===== src/rtl/fsrg_regs.svh =====
// Instruction codes, status bit positions and configuration bit positions of the suspend gate.
// Included by the gate module; holds definitions only.
`ifndef FSRG_REGS_SVH
`define FSRG_REGS_SVH

`define FSRG_OP_PROG 8'h02
`define FSRG_OP_READ 8'h03
`define FSRG_OP_RDSTAT1 8'h05
`define FSRG_OP_WREN 8'h06
`define FSRG_OP_RDSTAT2 8'h07
`define FSRG_OP_QREAD 8'h0B
`define FSRG_OP_QREAD_W 8'h0C
`define FSRG_OP_PROG_W 8'h12
`define FSRG_OP_READ_W 8'h13
`define FSRG_OP_CLR_RES 8'h30
`define FSRG_OP_RDANY 8'h65
`define FSRG_OP_RST_ARM 8'h66
`define FSRG_OP_SUSP_B 8'h75
`define FSRG_OP_RES_A 8'h7A
`define FSRG_OP_CLR 8'h82
`define FSRG_OP_SUSP_A 8'h85
`define FSRG_OP_RES_B 8'h8A
`define FSRG_OP_RST 8'h99
`define FSRG_OP_SUSP_C 8'hB0
`define FSRG_OP_DREAD 8'hBB
`define FSRG_OP_DREAD_W 8'hBC
`define FSRG_OP_VPR_W 8'hE0
`define FSRG_OP_VPW_W 8'hE1
`define FSRG_OP_PPR_W 8'hE2
`define FSRG_OP_FREAD 8'hEB
`define FSRG_OP_FREAD_W 8'hEC
`define FSRG_OP_DDR 8'hED
`define FSRG_OP_DDR_W 8'hEE
`define FSRG_OP_RESET 8'hF0
`define FSRG_OP_VPR 8'hFA
`define FSRG_OP_VPW 8'hFB
`define FSRG_OP_PPR 8'hFC
`define FSRG_OP_MODE_RST 8'hFF

`define FSRG_STAT2_PGM_SUSP 0
`define FSRG_STAT2_ERS_SUSP 1
`define FSRG_CR3_RESUME_EN 2
`define FSRG_CR4_CLEAR_EN 2
`define FSRG_SINGLE_BITS 3'h7
`define FSRG_QUAD_BITS 3'h1

`endif


===== src/rtl/fsrg_pkg.sv =====
// Types shared by the suspend gate and its surroundings.
// Assumes nothing beyond a SystemVerilog compiler.
package fsrg_pkg;

	typedef enum logic [2:0]
	{
		FSRG_IDLE = 3'h0,
		FSRG_PGM = 3'h1,
		FSRG_ERS = 3'h2,
		FSRG_BULK = 3'h3,
		FSRG_PGM_SUSP = 3'h4,
		FSRG_ERS_SUSP = 3'h5,
		FSRG_ERS_PGM = 3'h6,
		FSRG_ERS_PGM_SUSP = 3'h7
	} fsrg_state_e;

	typedef struct packed
	{
		logic valid;
		logic allowed;
		logic [7:0] code;
	} fsrg_cmd_s;

	typedef struct packed
	{
		logic start_pgm;
		logic start_sector_erase;
		logic start_bulk;
		logic done;
	} fsrg_op_s;

	typedef struct packed
	{
		logic write_in_progress_flag;
		logic [1:0] second_status_register;
	} fsrg_stat_s;

endpackage


===== src/rtl/fsrg_gate.sv =====
// Suspend and resume gate of a serial flash: instruction capture, gating and operation state.
// Assumes pins are synchronous to core_clk and sampled often enough to see every sck edge.
// Summary of operation
// RULE1 - Code 30 clears in erase suspend when enabled
// RULE2 - Code 82 clears status only in erase suspend
// RULE3 - Code 30 resumes when resume enable set
// RULE4 - Codes 7A, 8A always resume
// RULE5 - Array reads allowed in both suspend kinds
// RULE6 - Mode bit reset FF allowed in both
// RULE7 - Volatile protect access only in erase suspend
// RULE8 - Persistent protect reads only in erase suspend
// RULE9 - Reads inside suspended region flagged undefined
// RULE10 - Register writes and protect erase refused suspended
// RULE11 - Host guards nested-program sectors with volatile bits
// RULE12 - Nested program end returns to erase suspend
// RULE13 - Nested program reports busy like normal program
// RULE14 - Quad mode instruction byte takes two nibbles
// RULE15 - Resume sets busy, program resumes first
// RULE16 - Resume continues erase when no program suspended
// RULE17 - Resume with nothing suspended is ignored
// RULE18 - Host spaces resume and next suspend sometimes
// RULE19 - Suspend accepted right after resume, unlimited
// RULE20 - Host sends explicit resume after its work
// RULE21 - Codes 85, 75, B0 all suspend
// RULE22 - Second status bits show program, erase suspend
// RULE23 - New erase ignored while anything suspended
// RULE24 - Whole-array erase cannot be suspended
// RULE25 - Unlisted instructions ignored while suspended
`timescale 1ns/1ns
`include "fsrg_regs.svh"

module fsrg_gate
	import fsrg_pkg::*;
#(
	parameter int ADDR_W = 32,
	parameter int SECTOR_BITS = 18,
	parameter int PAGE_BITS = 8
)
(
	input wire logic core_clk,
	input wire logic rst,
	input wire logic cs_n,
	input wire logic sck,
	input wire logic [3:0] io_in,
	input wire logic quad_instruction_mode,
	input wire logic [7:0] config_three_nonvolatile,
	input wire logic [7:0] config_four_nonvolatile,
	input wire fsrg_op_s op_req,
	input wire logic [ADDR_W-1:0] op_addr,
	input wire logic rd_check,
	input wire logic [ADDR_W-1:0] rd_addr,
	output fsrg_cmd_s cmd,
	output fsrg_stat_s stat,
	output logic clear_status_cmd,
	output logic resume_cmd,
	output logic suspend_cmd,
	output logic run_program,
	output logic run_erase,
	output logic read_data_undefined
);

	fsrg_state_e state;
	fsrg_state_e next_state;
	logic sck_q;
	logic [2:0] bit_cnt;
	logic [7:0] shift;
	logic byte_seen;
	logic byte_done;
	logic [7:0] code;
	logic [ADDR_W-1:0] ers_addr;
	logic [ADDR_W-1:0] pgm_addr;
	logic ers_kind;
	logic pgm_kind;
	logic allowed;
	logic is_resume;
	logic is_suspend;
	logic is_clear;

	// Accept test for one instruction while suspended; erase_kind means only erase is held.
	function automatic logic fsrg_permit(input logic [7:0] op, input logic erase_kind,
		input logic res_en, input logic clr_en);
		logic ok;
		ok = 1'b0;
		case (op)
			`FSRG_OP_READ, `FSRG_OP_READ_W, `FSRG_OP_RDSTAT1, `FSRG_OP_RDSTAT2,
			`FSRG_OP_RDANY, `FSRG_OP_RST_ARM, `FSRG_OP_RST, `FSRG_OP_RESET:
				ok = 1'b1;
			`FSRG_OP_QREAD, `FSRG_OP_QREAD_W, `FSRG_OP_DREAD, `FSRG_OP_DREAD_W,
			`FSRG_OP_FREAD, `FSRG_OP_FREAD_W, `FSRG_OP_DDR, `FSRG_OP_DDR_W:
				ok = 1'b1; // RULE5
			`FSRG_OP_MODE_RST:
				ok = 1'b1; // RULE6
			`FSRG_OP_RES_A, `FSRG_OP_RES_B:
				ok = 1'b1; // RULE4
			`FSRG_OP_CLR_RES:
				ok = res_en | (erase_kind & clr_en); // RULE1 RULE3
			`FSRG_OP_CLR:
				ok = erase_kind; // RULE2
			`FSRG_OP_VPR, `FSRG_OP_VPW, `FSRG_OP_VPR_W, `FSRG_OP_VPW_W:
				ok = erase_kind; // RULE7
			`FSRG_OP_PPR, `FSRG_OP_PPR_W:
				ok = erase_kind; // RULE8
			`FSRG_OP_PROG, `FSRG_OP_PROG_W, `FSRG_OP_WREN:
				ok = erase_kind;
			`FSRG_OP_SUSP_A, `FSRG_OP_SUSP_B, `FSRG_OP_SUSP_C:
				ok = 1'b1;
			default:
				// Register writes and protect erase land here and are refused.
				ok = 1'b0; // RULE10 RULE25
		endcase
		return ok;
	endfunction

	function automatic logic fsrg_busy(input fsrg_state_e s);
		return (s == FSRG_PGM) || (s == FSRG_ERS) || (s == FSRG_BULK) || (s == FSRG_ERS_PGM);
	endfunction

	always_ff @(posedge core_clk or posedge rst)
	begin
		if (rst)
			sck_q <= 1'b0;
		else
			sck_q <= sck;
	end

	// Instruction byte capture; quad mode takes the high nibble first.
	always_ff @(posedge core_clk or posedge rst)
	begin
		if (rst)
		begin
			bit_cnt <= 3'h0;
			shift <= 8'h00;
			byte_seen <= 1'b0;
			byte_done <= 1'b0;
			code <= 8'h00;
		end
		else
		begin
			byte_done <= 1'b0;
			if (cs_n)
			begin
				bit_cnt <= 3'h0;
				byte_seen <= 1'b0;
			end
			else if (sck && !sck_q && !byte_seen)
			begin
				if (quad_instruction_mode)
				begin
					shift <= {shift[3:0], io_in}; // RULE14
					if (bit_cnt == `FSRG_QUAD_BITS)
					begin
						code <= {shift[3:0], io_in}; // RULE14
						byte_done <= 1'b1;
						byte_seen <= 1'b1;
					end
				end
				else
				begin
					shift <= {shift[6:0], io_in[0]};
					if (bit_cnt == `FSRG_SINGLE_BITS)
					begin
						code <= {shift[6:0], io_in[0]};
						byte_done <= 1'b1;
						byte_seen <= 1'b1;
					end
				end
				bit_cnt <= 3'(bit_cnt + 3'h1);
			end
		end
	end

	assign ers_kind = (state == FSRG_ERS_SUSP) || (state == FSRG_ERS_PGM);
	assign pgm_kind = (state == FSRG_PGM_SUSP) || (state == FSRG_ERS_PGM_SUSP);
	assign allowed = !(ers_kind || pgm_kind) ||
		fsrg_permit(code, ers_kind, config_three_nonvolatile[`FSRG_CR3_RESUME_EN],
		config_four_nonvolatile[`FSRG_CR4_CLEAR_EN]);
	assign is_resume = byte_done && allowed && ((code == `FSRG_OP_RES_A) ||
		(code == `FSRG_OP_RES_B) ||
		((code == `FSRG_OP_CLR_RES) && config_three_nonvolatile[`FSRG_CR3_RESUME_EN]));
	assign is_clear = byte_done && allowed && !is_resume &&
		((code == `FSRG_OP_CLR_RES) || (code == `FSRG_OP_CLR));
	assign is_suspend = byte_done && allowed && ((code == `FSRG_OP_SUSP_A) ||
		(code == `FSRG_OP_SUSP_B) || (code == `FSRG_OP_SUSP_C)); // RULE21

	always_comb
	begin
		next_state = state;
		case (state)
			FSRG_IDLE:
			begin
				if (op_req.start_pgm)
					next_state = FSRG_PGM;
				else if (op_req.start_sector_erase)
					next_state = FSRG_ERS;
				else if (op_req.start_bulk)
					next_state = FSRG_BULK;
			end
			FSRG_PGM:
			begin
				if (op_req.done)
					next_state = FSRG_IDLE;
				else if (is_suspend)
					next_state = FSRG_PGM_SUSP; // RULE19
			end
			FSRG_ERS:
			begin
				if (op_req.done)
					next_state = FSRG_IDLE;
				else if (is_suspend)
					next_state = FSRG_ERS_SUSP; // RULE19
			end
			FSRG_BULK:
			begin
				// Suspend requests have no effect on a whole-array erase.
				if (op_req.done) // RULE24
					next_state = FSRG_IDLE;
			end
			FSRG_PGM_SUSP:
			begin
				if (is_resume)
					next_state = FSRG_PGM; // RULE15
			end
			FSRG_ERS_SUSP:
			begin
				// Erase starts are dropped; only a nested program may begin.
				if (is_resume)
					next_state = FSRG_ERS; // RULE16
				else if (op_req.start_pgm) // RULE23
					next_state = FSRG_ERS_PGM;
			end
			FSRG_ERS_PGM:
			begin
				if (op_req.done)
					next_state = FSRG_ERS_SUSP; // RULE12
				else if (is_suspend)
					next_state = FSRG_ERS_PGM_SUSP;
			end
			FSRG_ERS_PGM_SUSP:
			begin
				if (is_resume)
					next_state = FSRG_ERS_PGM; // RULE15
			end
			default:
				next_state = FSRG_IDLE;
		endcase
	end

	always_ff @(posedge core_clk or posedge rst)
	begin
		if (rst)
			state <= FSRG_IDLE;
		else
			state <= next_state;
	end

	// Status and engine controls follow the state that is being entered.
	always_ff @(posedge core_clk or posedge rst)
	begin
		if (rst)
		begin
			stat <= '0;
			run_program <= 1'b0;
			run_erase <= 1'b0;
		end
		else
		begin
			stat.write_in_progress_flag <= fsrg_busy(next_state); // RULE13 RULE15 RULE17
			stat.second_status_register[`FSRG_STAT2_PGM_SUSP] <= (next_state == FSRG_PGM_SUSP) ||
				(next_state == FSRG_ERS_PGM_SUSP); // RULE22
			stat.second_status_register[`FSRG_STAT2_ERS_SUSP] <= (next_state == FSRG_ERS_SUSP) ||
				(next_state == FSRG_ERS_PGM) || (next_state == FSRG_ERS_PGM_SUSP); // RULE22
			run_program <= (next_state == FSRG_PGM) || (next_state == FSRG_ERS_PGM);
			run_erase <= (next_state == FSRG_ERS) || (next_state == FSRG_BULK);
		end
	end

	// Command report and action pulses, one cycle after the instruction byte completes.
	always_ff @(posedge core_clk or posedge rst)
	begin
		if (rst)
		begin
			cmd <= '0;
			clear_status_cmd <= 1'b0;
			resume_cmd <= 1'b0;
			suspend_cmd <= 1'b0;
		end
		else
		begin
			cmd.valid <= byte_done;
			cmd.allowed <= byte_done && allowed; // RULE25
			cmd.code <= code;
			clear_status_cmd <= is_clear; // RULE1 RULE2
			// Pulses only when a suspension is actually entered or left.
			resume_cmd <= is_resume && (pgm_kind || (state == FSRG_ERS_SUSP)); // RULE17
			suspend_cmd <= is_suspend && !op_req.done && fsrg_busy(state) && (state != FSRG_BULK);
		end
	end

	// Suspended region addresses, taken when each program or sector erase starts; a whole-array erase takes none.
	always_ff @(posedge core_clk or posedge rst)
	begin
		if (rst)
		begin
			ers_addr <= '0;
			pgm_addr <= '0;
		end
		else
		begin
			if ((state == FSRG_IDLE) && op_req.start_sector_erase && !op_req.start_pgm)
				ers_addr <= op_addr;
			if (op_req.start_pgm && ((state == FSRG_IDLE) || (state == FSRG_ERS_SUSP)))
				pgm_addr <= op_addr;
		end
	end

	always_ff @(posedge core_clk or posedge rst)
	begin
		if (rst)
			read_data_undefined <= 1'b0;
		else
			read_data_undefined <= rd_check && ((stat.second_status_register[`FSRG_STAT2_ERS_SUSP] &&
				(rd_addr[ADDR_W-1:SECTOR_BITS] == ers_addr[ADDR_W-1:SECTOR_BITS])) ||
				(stat.second_status_register[`FSRG_STAT2_PGM_SUSP] &&
				(rd_addr[ADDR_W-1:PAGE_BITS] == pgm_addr[ADDR_W-1:PAGE_BITS]))); // RULE9
	end

endmodule


===== config.mk =====
export PLATFORM = sky130hd
export DESIGN_NAME = fsrg_gate
export DESIGN_NICKNAME = d
export VERILOG_FILES = /design/src/rtl/fsrg_pkg.sv /design/src/rtl/fsrg_gate.sv
export VERILOG_INCLUDE_DIRS = /design/src /design/src/rtl
export SDC_FILE = /design/constraint.sdc
export NUM_CORES = 1
export LEC_CHECK = 0
export BUFFER_PORTS_ARGS = -buffer_cell sky130_fd_sc_hd__buf_2
export CAP_MARGIN = 20
export CORE_MARGIN = 8
export CORE_UTILIZATION = 57
export DETAILED_ROUTE_END_ITERATION = 12
export GPL_ROUTABILITY_DRIVEN = 0
export PLACE_DENSITY = 0.95
export RECOVER_POWER = 50
export SETUP_SLACK_MARGIN = 0.4
export SYNTH_ARGS = -nofsm -noshare
export SYNTH_HDL_FRONTEND = slang
export SYNTH_SLANG_ARGS = --single-unit

===== constraint.sdc =====
create_clock -name core_clk -period 5.55 [get_ports core_clk]
set_input_delay 0.8325 -clock core_clk [delete_from_list [all_inputs] [get_ports core_clk]]
set_output_delay 0.8325 -clock core_clk [all_outputs]
set_load 0.01 [all_outputs]

==> qor.csv <==
metric,value,unit
antenna_left,0,
n_antenna_cell,0,
synth_common_cells,"dfrtp_1, mux2_2, xnor2_1, nor2_1, a21oi_1",
startpoint_type,primary input,
yosys-top-cells-area,"dfrtp_1, mux2_2, xnor2_1",
yosysMostFrequentCell,dfrtp_1,
power.total,2.14,mW
cts_hold_buf,0,
initial_core_util,57.7,%
grt_pass1_wl,15.3,mm
cts_inserted_buffers,9,
first_iter_violations,274,
clockBufferDepth,2,
path_class,in -> reg,
hpwlAfterDp,6.70,mm
slowest_delay,0.66,ns
max_freq,403,MHz
synth_top_area_share,49.2,%
fin_tns_setup,0,ns
h-tree-depth,3,
status,"finished, violations left",
cts_resized,0,
synth_area_per_cell,11.4,um^2
wl,9.19,mm
synthCells,360,
r2r_slack,3.15,ns
dpl_worst_slack,2.71,ns
post_layout_nonfiller_instances,541,
max_slew_margin,-20.2,%
final.fill_count,520,
clk_latency,0.35,ns
maxSlewViolCount,32,
cts_sinks,81,
die_h,101,um
cap_viol_max_count,1,
place_inst,523,
clk_pin_slew,0.08,ns
slowest_stage,a21boi_2,
setup_violations,0,
yosysTopAreaCell,dfrtp_1,
final_layout_size_suffix_gt1_share,35.3,%
critPathMaxFanout,18,
core_area,7140,um^2
grt.total_usage,19.0,%
portBuffers,82,
timing.final.ws_setup,3.07,ns
power_density,443,nW/um^2
post-cts-setup-buffers,0,
synth-seq-cells,81,
worstPathArrival,2.76,ns
cp-end-kind,register,
required,5.83,ns
chipWidth,101,um
hold_viol_final,0,
dr.pass1.iters,5,
async_flop_share,100,%
worst_pin_slew,1.80,ns
final_nets,534,
yosys.cell_types.count,65,
synth-edff-count,0,
fin_crit_sh,44.7,%
total_leakage_power,2.19,nW
ir_drop,0.190,mV
crit_chain,buf_2 -> nor3b_2 -> and2_0 -> a21boi_2 -> nor2_1 -> a21oi_1,
first_global_vias,3212,
cts_root_buf,clkbuf_8,
grt_max_degree,82,
clock_skew,0.00937,ns
violations,"max-capacitance violations, max-slew violations",
ios,113,
wl_per_cell,17.0,um
tritoncts,yes,
dieArea,10200,um^2
placementRows,31,
synth_warnings,0,
synth.cell_area,4120,um^2
gr-total-overflow,0,
synth_top_flop_cell,dfrtp_1,
syn2layout_area_growth,17.3,%
yosysSeqAreaShare,49.2,%
synth_nets,457,
drc,0,
rsz0062_at_grt,false,
vias,3086,
avgViaCountPerCell,5.70,
antenna_found_initial,0,
fin_crit,2.48,ns
hp-class,reg -> reg,
final_core_util,67.7,%
report_power, final:
part | switching, mW | leakage (nW) | internal (mW)
logic | 0.295 | 1.10 | 0.378
clock network | 0.219 | 0.0982 | 0.234
registers | 0.217 | 0.990 | 0.797
total | 0.731 | 2.19 | 1.41
final cells by class:
cell class                      count  area [um^2]  share of cell area [%]
Clock buffer                       11          151                    3.13
Clock inverter                      5         61.3                    1.27
Inverter                           12         46.3                   0.958
Multi-Input combinational cell    248         1950                    40.4
Sequential cell                    81         2030                    41.9
Tap cell                           99          124                    2.56
Timing Repair Buffer               85          469                    9.71
kinds of logic (layout without fill, tap and decap cells):
logic type	count (synthesis)	in the layout	synth area share (%)
fa+ha+maj	4	4	1.15
compound gates	52	52	9.02
simple gates	99	99	14.6
xor+xnor	42	42	8.93
flops	81	81	49.2
buf+inv	31	113	3.37
mux	51	51	13.7
routing by layer:
layer  GRT usage [%]  wire, um  vias to the layer above
met5               0         0                        -
met4            8.02       163                        0
met3            5.11       737                       17
li1                -         -                     1436
met1            22.4      3740                     1493
met2            31.9      4550                      140
final timing paths:
| check | startpoint | to | cells after the start |
|---|---|---|---|
| max | sck | code[4] | 6 |
| min | byte_seen | byte_seen | 1 |
| max reg2reg | code[3] | stat[0] | 6 |
| min reg2reg | byte_seen | byte_seen | 1 |
| max in group asynchronous | rst | cmd[4] | 3 |
| min in group asynchronous | rst | ers_addr[30] | 3 |
stage by stage:
| step | hold WS [ns] | cell area, um^2 |
|---|---|---|
| floorplan | 0.388 | 4120 |
| global placement | 0.488 | 4570 |
| detailed placement | 0.507 | 4570 |
| CTS | 0.527 | 4780 |
| global route | 0.549 | 4830 |
| finish | 0.519 | 4830 |
worst max-delay path: cells and delay by family:
family | cells | cell delay, ns
compound gates | 2 | 0.80
buf+inv | 1 | 0.08
simple gates | 3 | 1.04
layout by cell type, fill, tap and decap left out, types with 3 or more instances in the layout:
master,instances
xnor2_1,26
nor4_1,6
nor4b_1,3
inv_1,10
clkinvlp_4,3
clkbuf_8,11
mux2i_1,11
nand4_1,7
a21oi_1,20
nand2_1,16
and3_1,4
buf_2,82
and2_1,3
nor3_1,6
xor2_1,16
a211oi_1,3
nand3_1,8
o21ai_0,4
nor2_1,25
mux2_2,39
ha_1,3
dfrtp_1,81
registers in the layout, summed over array words and instances, names as in the netlist, 3 cells and up:
register	flops
bit_cnt	3
cmd	10
code	8
ers_addr	14
pgm_addr	24
shift	7
stat	3
state	3
(Power assumes the default switching activity.)
